<file path="src/include/psd_pkg.sv">
// Notes on behaviour
// - The whole synthesizer, divider included, runs only while the run-enable pin is high.
// - The division mode register at RF address 21H picks the high-band or low-band input.
// - Mode bits 00 disable both inputs, 01 direct on low band, 10 swallow high, 11 swallow low.
// - The unselected input is pulled down and the selected one is biased to about half supply.
// - Direct mode divides by the programmable counter alone and pulls the high-band input down.
// - Both swallow modes divide with swallow and programmable counters and the dual prescaler.
// - With both inputs disabled by mode, the comparator, reference and charge pump keep running.
// - The divider is a two-modulus prescaler, swallow counter, programmable counter and switch.
// - The swallow and programmable counters are built from 4-bit binary down counters.
// - Software reaches the ratio register at peripheral address 41H only via the buffer.
// - Direct mode uses only the upper 12 ratio bits, all loaded into the programmable counter.
// - Swallow mode uses all 16 bits: upper 12 to the programmable, lower 4 to the swallow counter.
// - The divided output frequency is the selected input frequency divided by N.
package psd_pkg;
	localparam logic [7:0]  MODE_ADDR      = 8'h21;
	localparam logic [7:0]  RATIO_ADDR     = 8'h41;
	localparam logic [3:0]  MODE_RESET     = 4'h0;
	localparam logic [15:0] RATIO_RESET    = 16'h0000;
	localparam logic [1:0]  MODE_OFF       = 2'h0;
	localparam logic [1:0]  MODE_DIRECT_LO = 2'h1;
	localparam logic [1:0]  MODE_SWAL_HI   = 2'h2;
	localparam logic [1:0]  MODE_SWAL_LO   = 2'h3;
	localparam int          STAGE_W        = 4;
	localparam int          PROG_STAGES    = 3;
	localparam int          PROG_LSB       = 4;
	localparam int          SWAL_LSB       = 0;
	localparam logic [4:0]  PRESC_LOW_MOD  = 5'h10;
	localparam logic [4:0]  PRESC_HIGH_MOD = 5'h11;
endpackage : psd_pkg

</file>
<file path="src/verilog/psd_down_counter.sv">
`timescale 1ns/10ps
// One 4-bit binary down counter stage with parallel load
module psd_down_counter
	import psd_pkg::*;
#(
	parameter int W = STAGE_W
) (
	input  wire logic         clk,
	input  wire logic         sys_rst,
	input  wire logic         load,
	input  wire logic [W-1:0] loadVal,
	input  wire logic         dec,
	output logic      [W-1:0] count,
	output logic              isZero
);
	logic [W-1:0] count_reg;
	logic [W-1:0] count_next;

	// Load wins over decrement; wraps from zero so stages cascade as binary
	always_comb begin
		count_next = count_reg;
		if (load) begin
			count_next = loadVal;
		end else if (dec) begin
			count_next = count_reg - {{(W-1){1'b0}}, 1'b1};
		end
	end

	always_ff @(posedge clk or posedge sys_rst) begin
		if (sys_rst) begin
			count_reg <= '0;
		end else begin
			count_reg <= count_next;
		end
	end

	assign count  = count_reg;
	assign isZero = (count_reg == '0);
endmodule : psd_down_counter

</file>
<file path="src/verilog/psd_input_divider.sv">
`timescale 1ns/10ps
// Input select block and programmable divider
module psd_input_divider
	import psd_pkg::*;
(
	input  wire logic        clk,
	input  wire logic        sys_rst,
	input  wire logic        clockStopRst,
	input  wire logic        runEnablePin,
	input  wire logic        highBandOscIn,
	input  wire logic        lowBandOscIn,
	input  wire logic [7:0]  rfAddr,
	input  wire logic        rfWrEn,
	input  wire logic [3:0]  rfWrData,
	output logic      [3:0]  rfRdData,
	input  wire logic [7:0]  periphAddr,
	input  wire logic        putStb,
	input  wire logic        getStb,
	input  wire logic [15:0] transferBufIn,
	output logic      [15:0] transferBufOut,
	output logic             highBandPullDown,
	output logic             lowBandPullDown,
	output logic             highBandBias,
	output logic             lowBandBias,
	output logic             refChainRun,
	output logic             dividedOut
);
	localparam int PROG_W = STAGE_W * PROG_STAGES;

	// Mode decode is used by the divider path only; pad control compares the mode bits itself
	function automatic logic isSwallow(input logic [1:0] m);
		return (m == MODE_SWAL_HI) || (m == MODE_SWAL_LO);
	endfunction : isSwallow

	// Pin synchronisers: stage one is read only by stage two
	logic [2:0] syncA_reg;
	logic [2:0] syncB_reg;
	logic [2:0] syncA_next;
	logic [2:0] syncB_next;
	logic       oscPrev_reg;
	logic       oscPrev_next;
	logic       runPrev_reg;
	logic       runPrev_next;

	logic [3:0]  mode_reg;
	logic [3:0]  mode_next;
	logic [15:0] ratio_reg;
	logic [15:0] ratio_next;
	logic [3:0]  rfRd_reg;
	logic [3:0]  rfRd_next;
	logic [15:0] bufOut_reg;
	logic [15:0] bufOut_next;

	logic [4:0]  presc_reg;
	logic [4:0]  presc_next;
	logic        divOut_reg;
	logic        divOut_next;

	logic        runSync;
	logic        oscSel;
	logic        oscEdge;
	logic        active;
	logic        swallow;
	logic        prescTick;
	logic        countTick;
	logic        terminal;
	logic        reload;
	logic [4:0]  prescMod;
	logic [PROG_W-1:0]  progCount;
	logic [STAGE_W-1:0] swalCount;
	logic               swalZero;
	logic [PROG_STAGES-1:0] progZero;
	logic [PROG_STAGES-1:0] progDec;

	assign syncA_next = {runEnablePin, highBandOscIn, lowBandOscIn};
	assign syncB_next = syncA_reg;
	assign runSync    = syncB_reg[2];

	always_ff @(posedge clk or posedge sys_rst) begin
		if (sys_rst) begin
			syncA_reg <= 3'h0;
			syncB_reg <= 3'h0;
		end else begin
			syncA_reg <= syncA_next;
			syncB_reg <= syncB_next;
		end
	end

	// Register file: mode at RF space, ratio reached via the transfer buffer
	always_comb begin
		mode_next    = mode_reg;
		ratio_next   = ratio_reg;
		bufOut_next  = bufOut_reg;
		runPrev_next = runSync;
		if (rfWrEn && rfAddr == MODE_ADDR) begin
			mode_next = {2'h0, rfWrData[1:0]};
		end
		if (clockStopRst) begin
			mode_next = {mode_reg[3:2], 2'h0};
		end
		if (putStb && periphAddr == RATIO_ADDR) begin
			ratio_next = transferBufIn;
		end
		if (getStb && periphAddr == RATIO_ADDR) begin
			bufOut_next = ratio_reg;
		end
		rfRd_next = (rfAddr == MODE_ADDR) ? mode_reg : 4'h0;
	end

	// Run-enable rising edge is a run reset; mode is kept across it
	always_ff @(posedge clk or posedge sys_rst) begin
		if (sys_rst) begin
			mode_reg    <= MODE_RESET;
			ratio_reg   <= RATIO_RESET;
			bufOut_reg  <= 16'h0000;
			rfRd_reg    <= 4'h0;
			runPrev_reg <= 1'b0;
		end else begin
			mode_reg    <= mode_next;
			ratio_reg   <= ratio_next;
			bufOut_reg  <= bufOut_next;
			rfRd_reg    <= rfRd_next;
			runPrev_reg <= runPrev_next;
		end
	end

	assign rfRdData       = rfRd_reg;
	assign transferBufOut = bufOut_reg;

	// Input select switch and pad control
	assign swallow = isSwallow(mode_reg[1:0]);
	assign active  = runSync && (mode_reg[1:0] != MODE_OFF);
	assign oscSel  = (mode_reg[1:0] == MODE_SWAL_HI) ? syncB_reg[1] : syncB_reg[0];
	assign highBandBias     = active && mode_reg[1:0] == MODE_SWAL_HI;
	assign lowBandBias      = active && mode_reg[1:0] != MODE_SWAL_HI;
	assign highBandPullDown = !highBandBias;
	assign lowBandPullDown  = !lowBandBias;
	// Comparator side keeps going with inputs off; only the pin stops it
	assign refChainRun = runSync;

	assign oscPrev_next = oscSel;
	assign oscEdge      = active && oscSel && !oscPrev_reg;

	// Dual-modulus prescaler: 17 while swallow count is nonzero, else 16
	assign prescMod  = swalZero ? PRESC_LOW_MOD : PRESC_HIGH_MOD;
	assign prescTick = oscEdge && (presc_reg == prescMod - 5'h01);
	// Direct mode bypasses the prescaler and swallow counter
	assign countTick = swallow ? prescTick : oscEdge;
	assign terminal  = countTick && (progCount == {{(PROG_W-1){1'b0}}, 1'b1});
	// Held loaded while stopped so the first period after start is whole
	assign reload    = terminal || !active || runSync != runPrev_reg;

	always_comb begin
		presc_next  = presc_reg;
		divOut_next = terminal;
		if (!active || !swallow || prescTick) begin
			presc_next = 5'h00;
		end else if (oscEdge) begin
			presc_next = presc_reg + 5'h01;
		end
	end

	always_ff @(posedge clk or posedge sys_rst) begin
		if (sys_rst) begin
			presc_reg   <= 5'h00;
			divOut_reg  <= 1'b0;
			oscPrev_reg <= 1'b0;
		end else begin
			presc_reg   <= presc_next;
			divOut_reg  <= divOut_next;
			oscPrev_reg <= oscPrev_next;
		end
	end

	assign dividedOut = divOut_reg;

	// Swallow counter: low four ratio bits, idle in direct mode
	psd_down_counter #(.W(STAGE_W)) swalCtr (
		.clk     (clk),
		.sys_rst (sys_rst),
		.load    (reload),
		.loadVal (swallow ? ratio_reg[SWAL_LSB +: STAGE_W] : 4'h0),
		.dec     (countTick && swallow && !swalZero),
		.count   (swalCount),
		.isZero  (swalZero)
	);

	// Programmable counter: cascade of 4-bit stages from the upper 12 bits
	genvar gi;
	generate
		for (gi = 0; gi < PROG_STAGES; gi++) begin : gProg
			if (gi == 0) begin : gFirst
				assign progDec[gi] = countTick;
			end else begin : gNext
				assign progDec[gi] = progDec[gi-1] && progZero[gi-1];
			end
			psd_down_counter #(.W(STAGE_W)) progCtr (
				.clk     (clk),
				.sys_rst (sys_rst),
				.load    (reload),
				.loadVal (ratio_reg[PROG_LSB + gi*STAGE_W +: STAGE_W]),
				.dec     (progDec[gi]),
				.count   (progCount[gi*STAGE_W +: STAGE_W]),
				.isZero  (progZero[gi])
			);
		end
	endgenerate
endmodule : psd_input_divider

</file>
<file path="config.mk">
export PLATFORM = sky130hd
export DESIGN_NAME = psd_input_divider
export DESIGN_NICKNAME = d
export VERILOG_FILES = /design/src/include/psd_pkg.sv /design/src/verilog/psd_down_counter.sv /design/src/verilog/psd_input_divider.sv
export SDC_FILE = /design/constraint.sdc
export NUM_CORES = 1
export LEC_CHECK = 0
export BUFFER_PORTS_ARGS = -buffer_cell sky130_fd_sc_hd__buf_2
export CORE_UTILIZATION = 55
export CTS_CLUSTER_SIZE = 8
export DETAILED_ROUTE_END_ITERATION = 8
export GPL_TIMING_DRIVEN = 0
export PLACE_DENSITY = 0.83
export SLEW_MARGIN = 20
export SYNTH_ARGS = -nofsm -noshare
export SYNTH_HDL_FRONTEND = slang
export SYNTH_SLANG_ARGS = --single-unit
</file>
<file path="constraint.sdc">
create_clock -name clk -period 4.1 [get_ports clk]
set_input_delay 0.615 -clock clk [delete_from_list [all_inputs] [get_ports clk]]
set_output_delay 0.615 -clock clk [all_outputs]
set_load 0.01 [all_outputs]
</file>
==> flow_summary.json, run 1 <==
{
  "outcome": "completed",
  "clock_sinks": 66,
  "layout.nets": 390,
  "antenna-diode-count": 0,
  "globalRouteTotalUtil": 0.217,
  "yosysWarningCount": 0,
  "route.vias.total": 2203,
  "floorplan.rows": 27,
  "worst_margin_pin_slew_ps": 688,
  "syn-mean-instance-area_um2": 12.1,
  "dp.final_hpwl_mm": 4.20,
  "report.final.setup_viol": 0,
  "postLayoutCoreUtil": 0.679,
  "floorplan.die.height_um": 77.2,
  "cell_types_with_the_largest_area_share_after_synthesis": "sky130_fd_sc_hd__dfrtp_1, sky130_fd_sc_hd__mux2_2, sky130_fd_sc_hd__ha_1",
  "r2r_endpoint": "gProg[1].progCtr.count[1]$_DFFE_PP0P_",
  "max-vdd-ir-drop_v": 0.000248,
  "post_route_setup_tns_ps": 0,
  "routabilityCongestion": 0.763,
  "max-cap-violations": 0,
  "maxSlewViolCount": 0,
  "synth_top_area_frac": 0.531,
  "fp.dieW_um": 77.2,
  "rsz0062_at_grt": "no",
  "period_minus_slack_ps": 2680,
  "layout-drive-gt1-share": 0.375,
  "timing_worst_setup_path_type": "register to register",
  "worst-path-max-fanout": 10,
  "drt_pre_antenna_iters": 6,
  "routed_wl_mm": 5.83,
  "core_area_mm2": 0.00547,
  "timing.rr.start": "swalCtr.count[0]$_DFFE_PP0P_",
  "unique_masters_post_synth": 44,
  "clockBufferDepth": 2,
  "dp_slack_ps": 1460,
  "clock_skew_ps": 5.77,
  "layout.cells.most_common_list": "sky130_fd_sc_hd__dfrtp_1, sky130_fd_sc_hd__buf_2, sky130_fd_sc_hd__mux2_2, sky130_fd_sc_hd__nand2_1, sky130_fd_sc_hd__inv_1",
  "worst_ep_required_time_ps": 4330,
  "drt-vias-per-instance": 5.33,
  "initialDrtViolationCount": 199,
  "hold_path_class": "input port to async pin",
  "clk_root_buffer_cell": "sky130_fd_sc_hd__clkbuf_8",
  "cts.clk_slew.worst_paths_ps": 70,
  "power_density_mw_per_mm2": 332,
  "final_area_mm2": 0.00372,
  "drc": 0,
  "clkLatencyLatePin_ps": 350,
  "finalWorstSetupSlack_ps": 1420,
  "detail-route-antenna-nets": 0,
  "power.leakage_nw": 1.91,
  "cts_repair_resize_count": 0,
  "synth_edf_count": 0,
  "relSlewSlack": 0.541,
  "grt_first_pass_wirelength_mm": 9.83,
  "synth_async_sr_flop_share": 1.00,
  "cts_made_buffers": 9,
  "cts_setup_buffers": 0,
  "synth_flop_cell": "sky130_fd_sc_hd__dfrtp_1",
  "grt_antenna_before_repair": 0,
  "fin_hold_ws_ps": 261,
  "postCtsHoldBufs": 0,
  "total_grt_overflow": 0,
  "worst-r2r-setup-slack_ps": 1420,
  "power_mw": 1.23,
  "critical_path.endpoint_type": "register",
  "max_freq_mhz": 373,
  "post_dr_wirelength_cell_um": 14.1,
  "synth-seq-cells": 66,
  "initial_utilization": 0.568,
  "port_buffers": 66,
  "dp.cells": 397,
  "design.portCount": 71,
  "finalCritPeriodShare": 0.654,
  "post_synthesis_to_final_layout_area_growth_pct": 19.6,
  "setup.worst_path.start_class": "register",
  "tritoncts": "built",
  "cell_type_contributing_the_most_total_cell_area_after_synthesis": "sky130_fd_sc_hd__dfrtp_1",
  "syn_inst": 257,
  "grt_max_degree": 36,
  "finalHoldViolations": 0,
  "final-instance-count-excl-fill": 413,
  "rr_worst_depth": 8,
  "synth_area_mm2": 0.00311,
  "clock_tree.htree_level_count": 3,
  "total_placed_instance_area_mm2": 0.00355,
  "die-area_mm2": 0.00596,
  "first_global_vias": 2230,
  "seq_area_frac_synth": 0.531,
  "critPathArrivalTime_ps": 2910
}
## critical path: stages, from the launching register on
cell                      delay (ps)
sky130_fd_sc_hd__dfrtp_1         380
sky130_fd_sc_hd__inv_1            90
sky130_fd_sc_hd__ha_1            170
sky130_fd_sc_hd__or3b_4          400
sky130_fd_sc_hd__o31ai_2         540
sky130_fd_sc_hd__o21ai_4         180
sky130_fd_sc_hd__o21ai_4         310
sky130_fd_sc_hd__buf_12          190
sky130_fd_sc_hd__mux2_4          300
## metal layers
| metal | routed length [µm] | global-route usage | share of wire | vias up |
|---|---|---|---|---|
| li1 | - | - | - | 1059 |
| met1 | 2520 | 0.255 | 0.43 | 1084 |
| met2 | 2970 | 0.359 | 0.51 | 50 |
| met3 | 213 | 0.0619 | 0.037 | 10 |
| met4 | 124 | 0.115 | 0.021 | 0 |
| met5 | 0 | 0 | 0 | - |
## layout make-up
type	count	area, µm²
fill	418	1750
sequential	66	1650
multi-input combinational	166	1340
timing repair buffer	67	350
clock buffer	13	149
tap	72	90.1
inverter	18	70.1
buffer	8	53.8
clock inverter	3	15.0
## cell families after synthesis
family / after synthesis / share of synthesized area
flip-flops: 66 / 0.531
AND/OR/NAND/NOR: 68 / 0.126
multiplexers: 43 / 0.155
AO/OA/AOI/OAI: 32 / 0.0773
adder cells (fa/ha/maj): 9 / 0.0362
buffers and inverters: 26 / 0.0390
other: 1 / 0.00121
XOR/XNOR: 12 / 0.0338
## power by group
part,internal [mW],switching [mW]
logic,0.0428,0.0423
clock network,0.233,0.234
registers,0.669,0.0124
total,0.945,0.289
## Yosys cell counts, types with 2 or more instances
cell type	number
sky130_fd_sc_hd__mux2i_1	8
sky130_fd_sc_hd__dfrtp_1	66
sky130_fd_sc_hd__and2_1	4
sky130_fd_sc_hd__nand2_1	22
sky130_fd_sc_hd__nand3b_1	2
sky130_fd_sc_hd__buf_4	2
sky130_fd_sc_hd__o2111ai_1	5
sky130_fd_sc_hd__xnor2_1	7
sky130_fd_sc_hd__nor3b_1	2
sky130_fd_sc_hd__inv_1	18
sky130_fd_sc_hd__a211o_1	2
sky130_fd_sc_hd__mux2_4	2
sky130_fd_sc_hd__o21ai_4	2
sky130_fd_sc_hd__nand4_1	3
sky130_fd_sc_hd__mux2_2	33
sky130_fd_sc_hd__or2_2	2
sky130_fd_sc_hd__a32oi_1	2
sky130_fd_sc_hd__clkbuf_1	5
sky130_fd_sc_hd__nor4b_1	3
sky130_fd_sc_hd__o21ai_0	9
sky130_fd_sc_hd__and4b_1	2
sky130_fd_sc_hd__xor2_1	5
sky130_fd_sc_hd__nand2b_1	2
sky130_fd_sc_hd__nor3_1	4
sky130_fd_sc_hd__ha_1	9
sky130_fd_sc_hd__nor2_1	8
sky130_fd_sc_hd__nand3_1	6
sky130_fd_sc_hd__a21oi_1	6
## worst max-delay path by stage
stage,to,start,depth (start not counted)
2_1_floorplan,gProg[1].progCtr.count[0]$_DFFE_PP0P_,swalCtr.count[0]$_DFFE_PP0P_,8
3_3_place_gp,transferBufOut[4]$_DFFE_PP0P_,sys_rst,2
3_5_place_dp,gProg[1].progCtr.count[1]$_DFFE_PP0P_,swalCtr.count[0]$_DFFE_PP0P_,8
4_1_cts,gProg[1].progCtr.count[1]$_DFFE_PP0P_,swalCtr.count[0]$_DFFE_PP0P_,8
5_1_grt,gProg[1].progCtr.count[0]$_DFFE_PP0P_,swalCtr.count[0]$_DFFE_PP0P_,8
6_report,gProg[1].progCtr.count[1]$_DFFE_PP0P_,swalCtr.count[0]$_DFFE_PP0P_,8
Note: power is estimated with default switching activity, not from simulation.
==> run 2, diff against run 1 <==
--- a/config.mk
+++ b/config.mk
@@ -6,11 +6,11 @@
 export NUM_CORES = 1
 export LEC_CHECK = 0
 export BUFFER_PORTS_ARGS = -buffer_cell sky130_fd_sc_hd__buf_2
-export CORE_UTILIZATION = 55
+export CORE_UTILIZATION = 54
 export CTS_CLUSTER_SIZE = 8
 export DETAILED_ROUTE_END_ITERATION = 8
 export GPL_TIMING_DRIVEN = 0
-export PLACE_DENSITY = 0.83
+export PLACE_DENSITY = 0.82
 export SLEW_MARGIN = 20
 export SYNTH_ARGS = -nofsm -noshare
 export SYNTH_HDL_FRONTEND = slang
==> constraint.sdc (replaced) <==
create_clock -name clk -period 2.6 [get_ports clk]
set_input_delay 0.39 -clock clk [delete_from_list [all_inputs] [get_ports clk]]
set_output_delay 0.39 -clock clk [all_outputs]
set_load 0.01 [all_outputs]
==> run 2 against run 1 <==
Worst setup slack lost 1300 ps. Utilization decreased by 0.20 points. Clock skew is 7.8 ps higher. Final cell count is 0.24% higher. Routed wire length rose by 0.86%. First-iteration DRC count decreased by 20%. Design area is 0.94% higher. Fmax grew 8.3%. Clock-buffer cell count up 1. Power up 62%. Worst hold slack worse by 220 ps. Critical path depth shrank 1. Highest routed layer unchanged.
==> flow_summary.json, run 2 (same netlist as run 1, synthesis figures left out) <==
{
  "outcome": "completed",
  "worst_margin_pin_slew_ps": 732,
  "floorplan.die.height_um": 77.9,
  "power.leakage_nw": 1.92,
  "initial_utilization": 0.561,
  "tritoncts": "built",
  "crit_path_cell_trace": "inv_1 > ha_1 > nor4b_1 > nand4_1 > o21ai_4 > buf_12 > mux2_4",
  "drt-vias-per-instance": 5.37,
  "fp.dieW_um": 77.9,
  "max-vdd-ir-drop_v": 0.000359,
  "worst_ep_required_time_ps": 2830,
  "globalRouteTotalUtil": 0.211,
  "antenna-diode-count": 0,
  "finalCritPeriodShare": 0.951,
  "clockBufferDepth": 2,
  "layout.cells.most_common_list": "sky130_fd_sc_hd__dfrtp_1, sky130_fd_sc_hd__buf_2, sky130_fd_sc_hd__mux2_2, sky130_fd_sc_hd__nand2_1, sky130_fd_sc_hd__inv_1",
  "crit_buf_inv": 2,
  "grt_first_pass_wirelength_mm": 9.60,
  "critical-path-slowest-cell": "sky130_fd_sc_hd__dfrtp_1",
  "port_buffers": 66,
  "core_area_mm2": 0.00554,
  "pwr-share-comb": 0.068,
  "power_switching_share": 0.229,
  "clock_sinks": 66,
  "seqPwrFrac": 0.536,
  "relSlewSlack": 0.511,
  "layout.nets": 391,
  "post_dr_wirelength_cell_um": 14.2,
  "clk_root_buffer_cell": "sky130_fd_sc_hd__clkbuf_8",
  "power_density_mw_per_mm2": 534,
  "dp.final_hpwl_mm": 4.13,
  "postCtsHoldBufs": 0,
  "dp_slack_ps": -88.8,
  "timing_worst_setup_path_type": "register to register",
  "clock_skew_ps": 13.6,
  "routabilityCongestion": 0.805,
  "worst-path-max-fanout": 10,
  "grt_max_degree": 38,
  "critical_path.endpoint_type": "register",
  "fin_hold_ws_ps": 35.9,
  "rsz0062_at_grt": "no",
  "period_minus_slack_ps": 2470,
  "die-area_mm2": 0.00606,
  "detail-route-antenna-nets": 0,
  "power.internal_mw": 1.54,
  "max-cap-violations": 0,
  "drc": 0,
  "setup.worst_path.start_class": "register",
  "switching_power_uw": 460,
  "dp.cells": 397,
  "cts.clk_slew.worst_paths_ps": 70,
  "grt_antenna_before_repair": 0,
  "design.portCount": 71,
  "routed_wl_mm": 5.88,
  "first_global_vias": 2132,
  "clock_tree.htree_level_count": 3,
  "clkPwrFrac": 0.396,
  "postLayoutCoreUtil": 0.678,
  "finalHoldViolations": 0,
  "layout-drive-gt1-share": 0.380,
  "timing.critical_path.slowest_cell_delay_ps": 410,
  "total_grt_overflow": 0,
  "critPathArrivalTime_ps": 2700,
  "clkLatencyLatePin_ps": 350,
  "maxSlewViolCount": 0,
  "post_synthesis_to_final_layout_area_growth_pct": 20.8,
  "fillers": 429,
  "drt_pre_antenna_iters": 4,
  "floorplan.rows": 27,
  "finalWorstSetupSlack_ps": 127,
  "route.vias.total": 2225,
  "cts_made_buffers": 9,
  "final-instance-count-excl-fill": 414,
  "power_mw": 2.00,
  "max_freq_mhz": 404,
  "hold_path_class": "input port to async pin",
  "initialDrtViolationCount": 160,
  "cp_top_family": "simple AND/OR/NAND/NOR gates",
  "report.final.setup_viol": 0
}
-- run 2: cell types whose count changed in the layout (fill, tap and decap cells not counted) --
cell | before | now
sky130_fd_sc_hd__o31ai_2 | 1 | 0
sky130_fd_sc_hd__clkbuf_8 | 10 | 12
sky130_fd_sc_hd__buf_4 | 2 | 3
sky130_fd_sc_hd__o31ai_4 | 0 | 1
sky130_fd_sc_hd__clkinv_2 | 3 | 2
sky130_fd_sc_hd__clkbuf_1 | 8 | 7
-- run 2: power groups by stage --
stage | Clock (mW) | Sequential (mW) | Combinational, mW
floorplan | 0 | 1.09 | 0.0804
global placement | 0 | 1.09 | 0.126
detailed placement | 0 | 1.09 | 0.135
CTS | 0.802 | 1.07 | 0.138
global route | 0.848 | 1.08 | 0.152
finish | 0.794 | 1.07 | 0.136
-- run 2: per-stage QoR --
step           cell area (µm²)  setup TNS (ps)
2_1_floorplan             3110               0
3_3_place_gp              3530          -13590
3_5_place_dp              3550            -172
4_1_cts                   3750               0
5_1_grt                   3750               0
6_report                  3750               0
-- run 2: final cells by class --
type	count	area, µm²	share of cell area
buffer	8	53.8	0.0143
timing repair buffer	68	358	0.0953
tap	72	90.1	0.0240
clock inverter	2	10.0	0.00267
inverter	18	70.1	0.0187
sequential	66	1650	0.440
multi-input combinational	166	1350	0.359
clock buffer	14	173	0.0460
-- run 2: worst paths after layout --
kind,start,end,slack [ps],cells past startpoint
max,gProg[1].progCtr.count[0]$_DFFE_PP0P_,gProg[1].progCtr.count[1]$_DFFE_PP0P_,130,7
min,sys_rst,transferBufOut[7]$_DFFE_PP0P_,40,2
max reg2reg,gProg[1].progCtr.count[0]$_DFFE_PP0P_,gProg[1].progCtr.count[1]$_DFFE_PP0P_,130,7
min reg2reg,syncA_reg[2]$_DFF_PP0_,syncB_reg[2]$_DFF_PP0_,350,0
max in group asynchronous,sys_rst,gProg[0].progCtr.count[3]$_DFFE_PP0P_,2060,3
min in group clk,highBandOscIn,syncA_reg[1]$_DFF_PP0_,150,1
-- run 2: what timing repair did --
item,in CTS,in global routing
pin swaps,0,1
endpoints found under the setup margin,2,2
resized for setup,1,0
setup buffers,0,1
-- run 2: routing by layer --
metal	GRT usage	up-vias	wire, µm
met5	0	-	0
met1	0.257	1093	2530
met4	0.136	0	175
met2	0.337	51	2960
li1	-	1062	-
met3	0.0494	19	214
-- run 2: worst reg2reg max path, cell delays in order (launching register included) --
cell and delay, ps:
sky130_fd_sc_hd__dfrtp_1 410, sky130_fd_sc_hd__inv_1 100, sky130_fd_sc_hd__ha_1 160, sky130_fd_sc_hd__nor4b_1 390, sky130_fd_sc_hd__nand4_1 410, sky130_fd_sc_hd__o21ai_4 400
sky130_fd_sc_hd__buf_12 190, sky130_fd_sc_hd__mux2_4 300
==> run 3, diff against run 2 <==
--- a/config.mk
+++ b/config.mk
@@ -6,11 +6,11 @@
 export NUM_CORES = 1
 export LEC_CHECK = 0
 export BUFFER_PORTS_ARGS = -buffer_cell sky130_fd_sc_hd__buf_2
-export CORE_UTILIZATION = 54
+export CORE_UTILIZATION = 25
 export CTS_CLUSTER_SIZE = 8
 export DETAILED_ROUTE_END_ITERATION = 8
 export GPL_TIMING_DRIVEN = 0
-export PLACE_DENSITY = 0.82
+export PLACE_DENSITY = 0.45
 export SLEW_MARGIN = 20
 export SYNTH_ARGS = -nofsm -noshare
 export SYNTH_HDL_FRONTEND = slang
==> run 3 against run 2 <==
Design area rose by 7.3%. Largest cell class unchanged. Clock skew shrank 9.2 ps. Highest routed layer unchanged. Die area rose by 110%.
==> flow_summary.json, run 3 (same netlist as run 1, synthesis figures left out) <==
{
  "outcome": "completed",
  "timing_worst_setup_path_type": "register to register",
  "finalWorstSetupSlack_ps": 169,
  "post_dr_wirelength_cell_um": 12.3,
  "clkPwrFrac": 0.484,
  "maxSlewViolCount": 0,
  "relSlewSlack": 0.515,
  "clock_skew_ps": 4.31,
  "cp_top_family": "compound AO/OA/AOI/OAI gates",
  "worst-path-max-fanout": 10,
  "port_buffers": 66,
  "layout.nets": 398,
  "grt_use_met2": 0.183,
  "crit_path_cell_trace": "inv_1 > ha_1 > or3b_4 > o31ai_4 > buf_4 > o21ai_4 > o21ai_4 > buf_12 > mux2_4",
  "critical-path-slowest-cell": "sky130_fd_sc_hd__or3b_4",
  "globalRouteTotalUtil": 0.112,
  "max_freq_mhz": 411,
  "postCtsHoldBufs": 0,
  "worst_margin_pin_slew_ps": 727,
  "post_synthesis_to_final_layout_area_growth_pct": 29.6,
  "fp.dieW_um": 114,
  "detail-route-antenna-nets": 0,
  "report.final.setup_viol": 0,
  "hold_path_class": "input port to async pin",
  "initialDrtViolationCount": 45,
  "power.internal_mw": 1.85,
  "clock_sinks": 66,
  "power.leakage_nw": 2.00,
  "core_area_mm2": 0.0121,
  "drc": 0,
  "tritoncts": "built",
  "fin_hold_ws_ps": 67.9,
  "timing.critical_path.slowest_cell_delay_ps": 410,
  "critical_path.endpoint_type": "register",
  "dp.final_hpwl_mm": 4.72,
  "design.portCount": 71,
  "grt_antenna_before_repair": 0,
  "rsz0062_at_grt": "no",
  "clkLatencyLatePin_ps": 330,
  "drt-vias-per-instance": 4.26,
  "groute.layer.met1.usage": 0.133,
  "met3_usage_grt": 0.0260,
  "initial_utilization": 0.258,
  "cts.clk_slew.worst_paths_ps": 50,
  "grt_first_pass_wirelength_mm": 10.9,
  "setup.worst_path.start_class": "register",
  "crit_buf_inv": 3,
  "dp_slack_ps": -151,
  "max-cap-violations": 0,
  "routed_wl_mm": 6.38,
  "fillers": 1256,
  "floorplan.die.height_um": 114,
  "power_switching_share": 0.214,
  "switching_power_uw": 501,
  "clock_tree.htree_level_count": 3,
  "worst_ep_required_time_ps": 2810,
  "grt_max_degree": 35,
  "first_global_vias": 2333,
  "finalCritPeriodShare": 0.935,
  "most_frequent_cell_on_critical_path": "sky130_fd_sc_hd__o21ai_4",
  "finalHoldViolations": 0,
  "routabilityCongestion": 0.734,
  "max-vdd-ir-drop_v": 0.000250,
  "grt_most_used_layer": "met2",
  "seqPwrFrac": 0.458,
  "clockBufferDepth": 2,
  "period_minus_slack_ps": 2430,
  "clk_root_buffer_cell": "sky130_fd_sc_hd__clkbuf_16",
  "die-area_mm2": 0.0129,
  "total_grt_overflow": 0,
  "drt_pre_antenna_iters": 4,
  "route.vias.total": 2202,
  "layout-drive-gt1-share": 0.393,
  "pwr-share-comb": 0.058,
  "critPathArrivalTime_ps": 2640,
  "layout.cells.most_common_list": "sky130_fd_sc_hd__dfrtp_1, sky130_fd_sc_hd__buf_2, sky130_fd_sc_hd__mux2_2, sky130_fd_sc_hd__nand2_1, sky130_fd_sc_hd__inv_1",
  "cts_made_buffers": 9,
  "power_density_mw_per_mm2": 583,
  "antenna-diode-count": 0,
  "worst-r2r-setup-slack_ps": 170,
  "floorplan.rows": 40
}
## run 3: cell count changes in the layout (fill, tap and decap cells not counted), sizes merged
cell	previous run	this run
buf	71	78
## run 3: routing by layer
metal / vias up / routed length, µm
met3: 11 / 193
met5: - / 0
met1: 1086 / 2800
met4: 0 / 155
met2: 30 / 3230
li1: 1075 / -
## run 3: per-stage QoR
stage	TNS (ps)	util	instance area [µm²]	cells	total power [mW]
2_1_floorplan	0	-	3110	258	1.17
3_3_place_gp	-27930	0.303	3650	492	1.22
3_5_place_dp	-478	0.305	3670	493	1.23
4_1_cts	0	0.329	3970	509	2.39
5_1_grt	0	0.334	4030	517	2.46
6_report	0	0.334	4030	517	2.35
## run 3: layout make-up
cell class | count | area, µm² | area share
Tap cell | 168 | 210 | 0.0522
Timing Repair Buffer | 75 | 410 | 0.102
Buffer | 8 | 53.8 | 0.0134
Clock inverter | 2 | 10.0 | 0.00249
Multi-Input combinational cell | 166 | 1350 | 0.335
Sequential cell | 66 | 1650 | 0.410
Inverter | 18 | 70.1 | 0.0174
Clock buffer | 14 | 274 | 0.0680
## run 3: repair_timing
action	CTS	global route
pin swaps	0	3
buffers inserted	0	8
gates resized for setup	1	0
setup endpoints to repair	12	12
## run 3: final timing paths
kind	startpoint	endpoint	cells after the start
worst max-delay path	swalCtr.count[0]$_DFFE_PP0P_	gProg[1].progCtr.count[0]$_DFFE_PP0P_	9
min in group clk	runEnablePin	syncA_reg[2]$_DFF_PP0_	1
worst max register to register	swalCtr.count[0]$_DFFE_PP0P_	gProg[1].progCtr.count[0]$_DFFE_PP0P_	9
max in group asynchronous	sys_rst	presc_reg[0]$_DFFE_PP0P_	3
worst min register to register	syncA_reg[1]$_DFF_PP0_	syncB_reg[1]$_DFF_PP0_	0
worst min-delay path	sys_rst	transferBufOut[1]$_DFFE_PP0P_	2
## run 3: power by group through the flow
stage | sequential, mW | combinational [mW] | clock [mW]
2_1_floorplan | 1.09 | 0.0804 | 0
3_3_place_gp | 1.09 | 0.131 | 0
3_5_place_dp | 1.09 | 0.138 | 0
4_1_cts | 1.07 | 0.139 | 1.18
5_1_grt | 1.08 | 0.159 | 1.22
6_report | 1.07 | 0.137 | 1.14
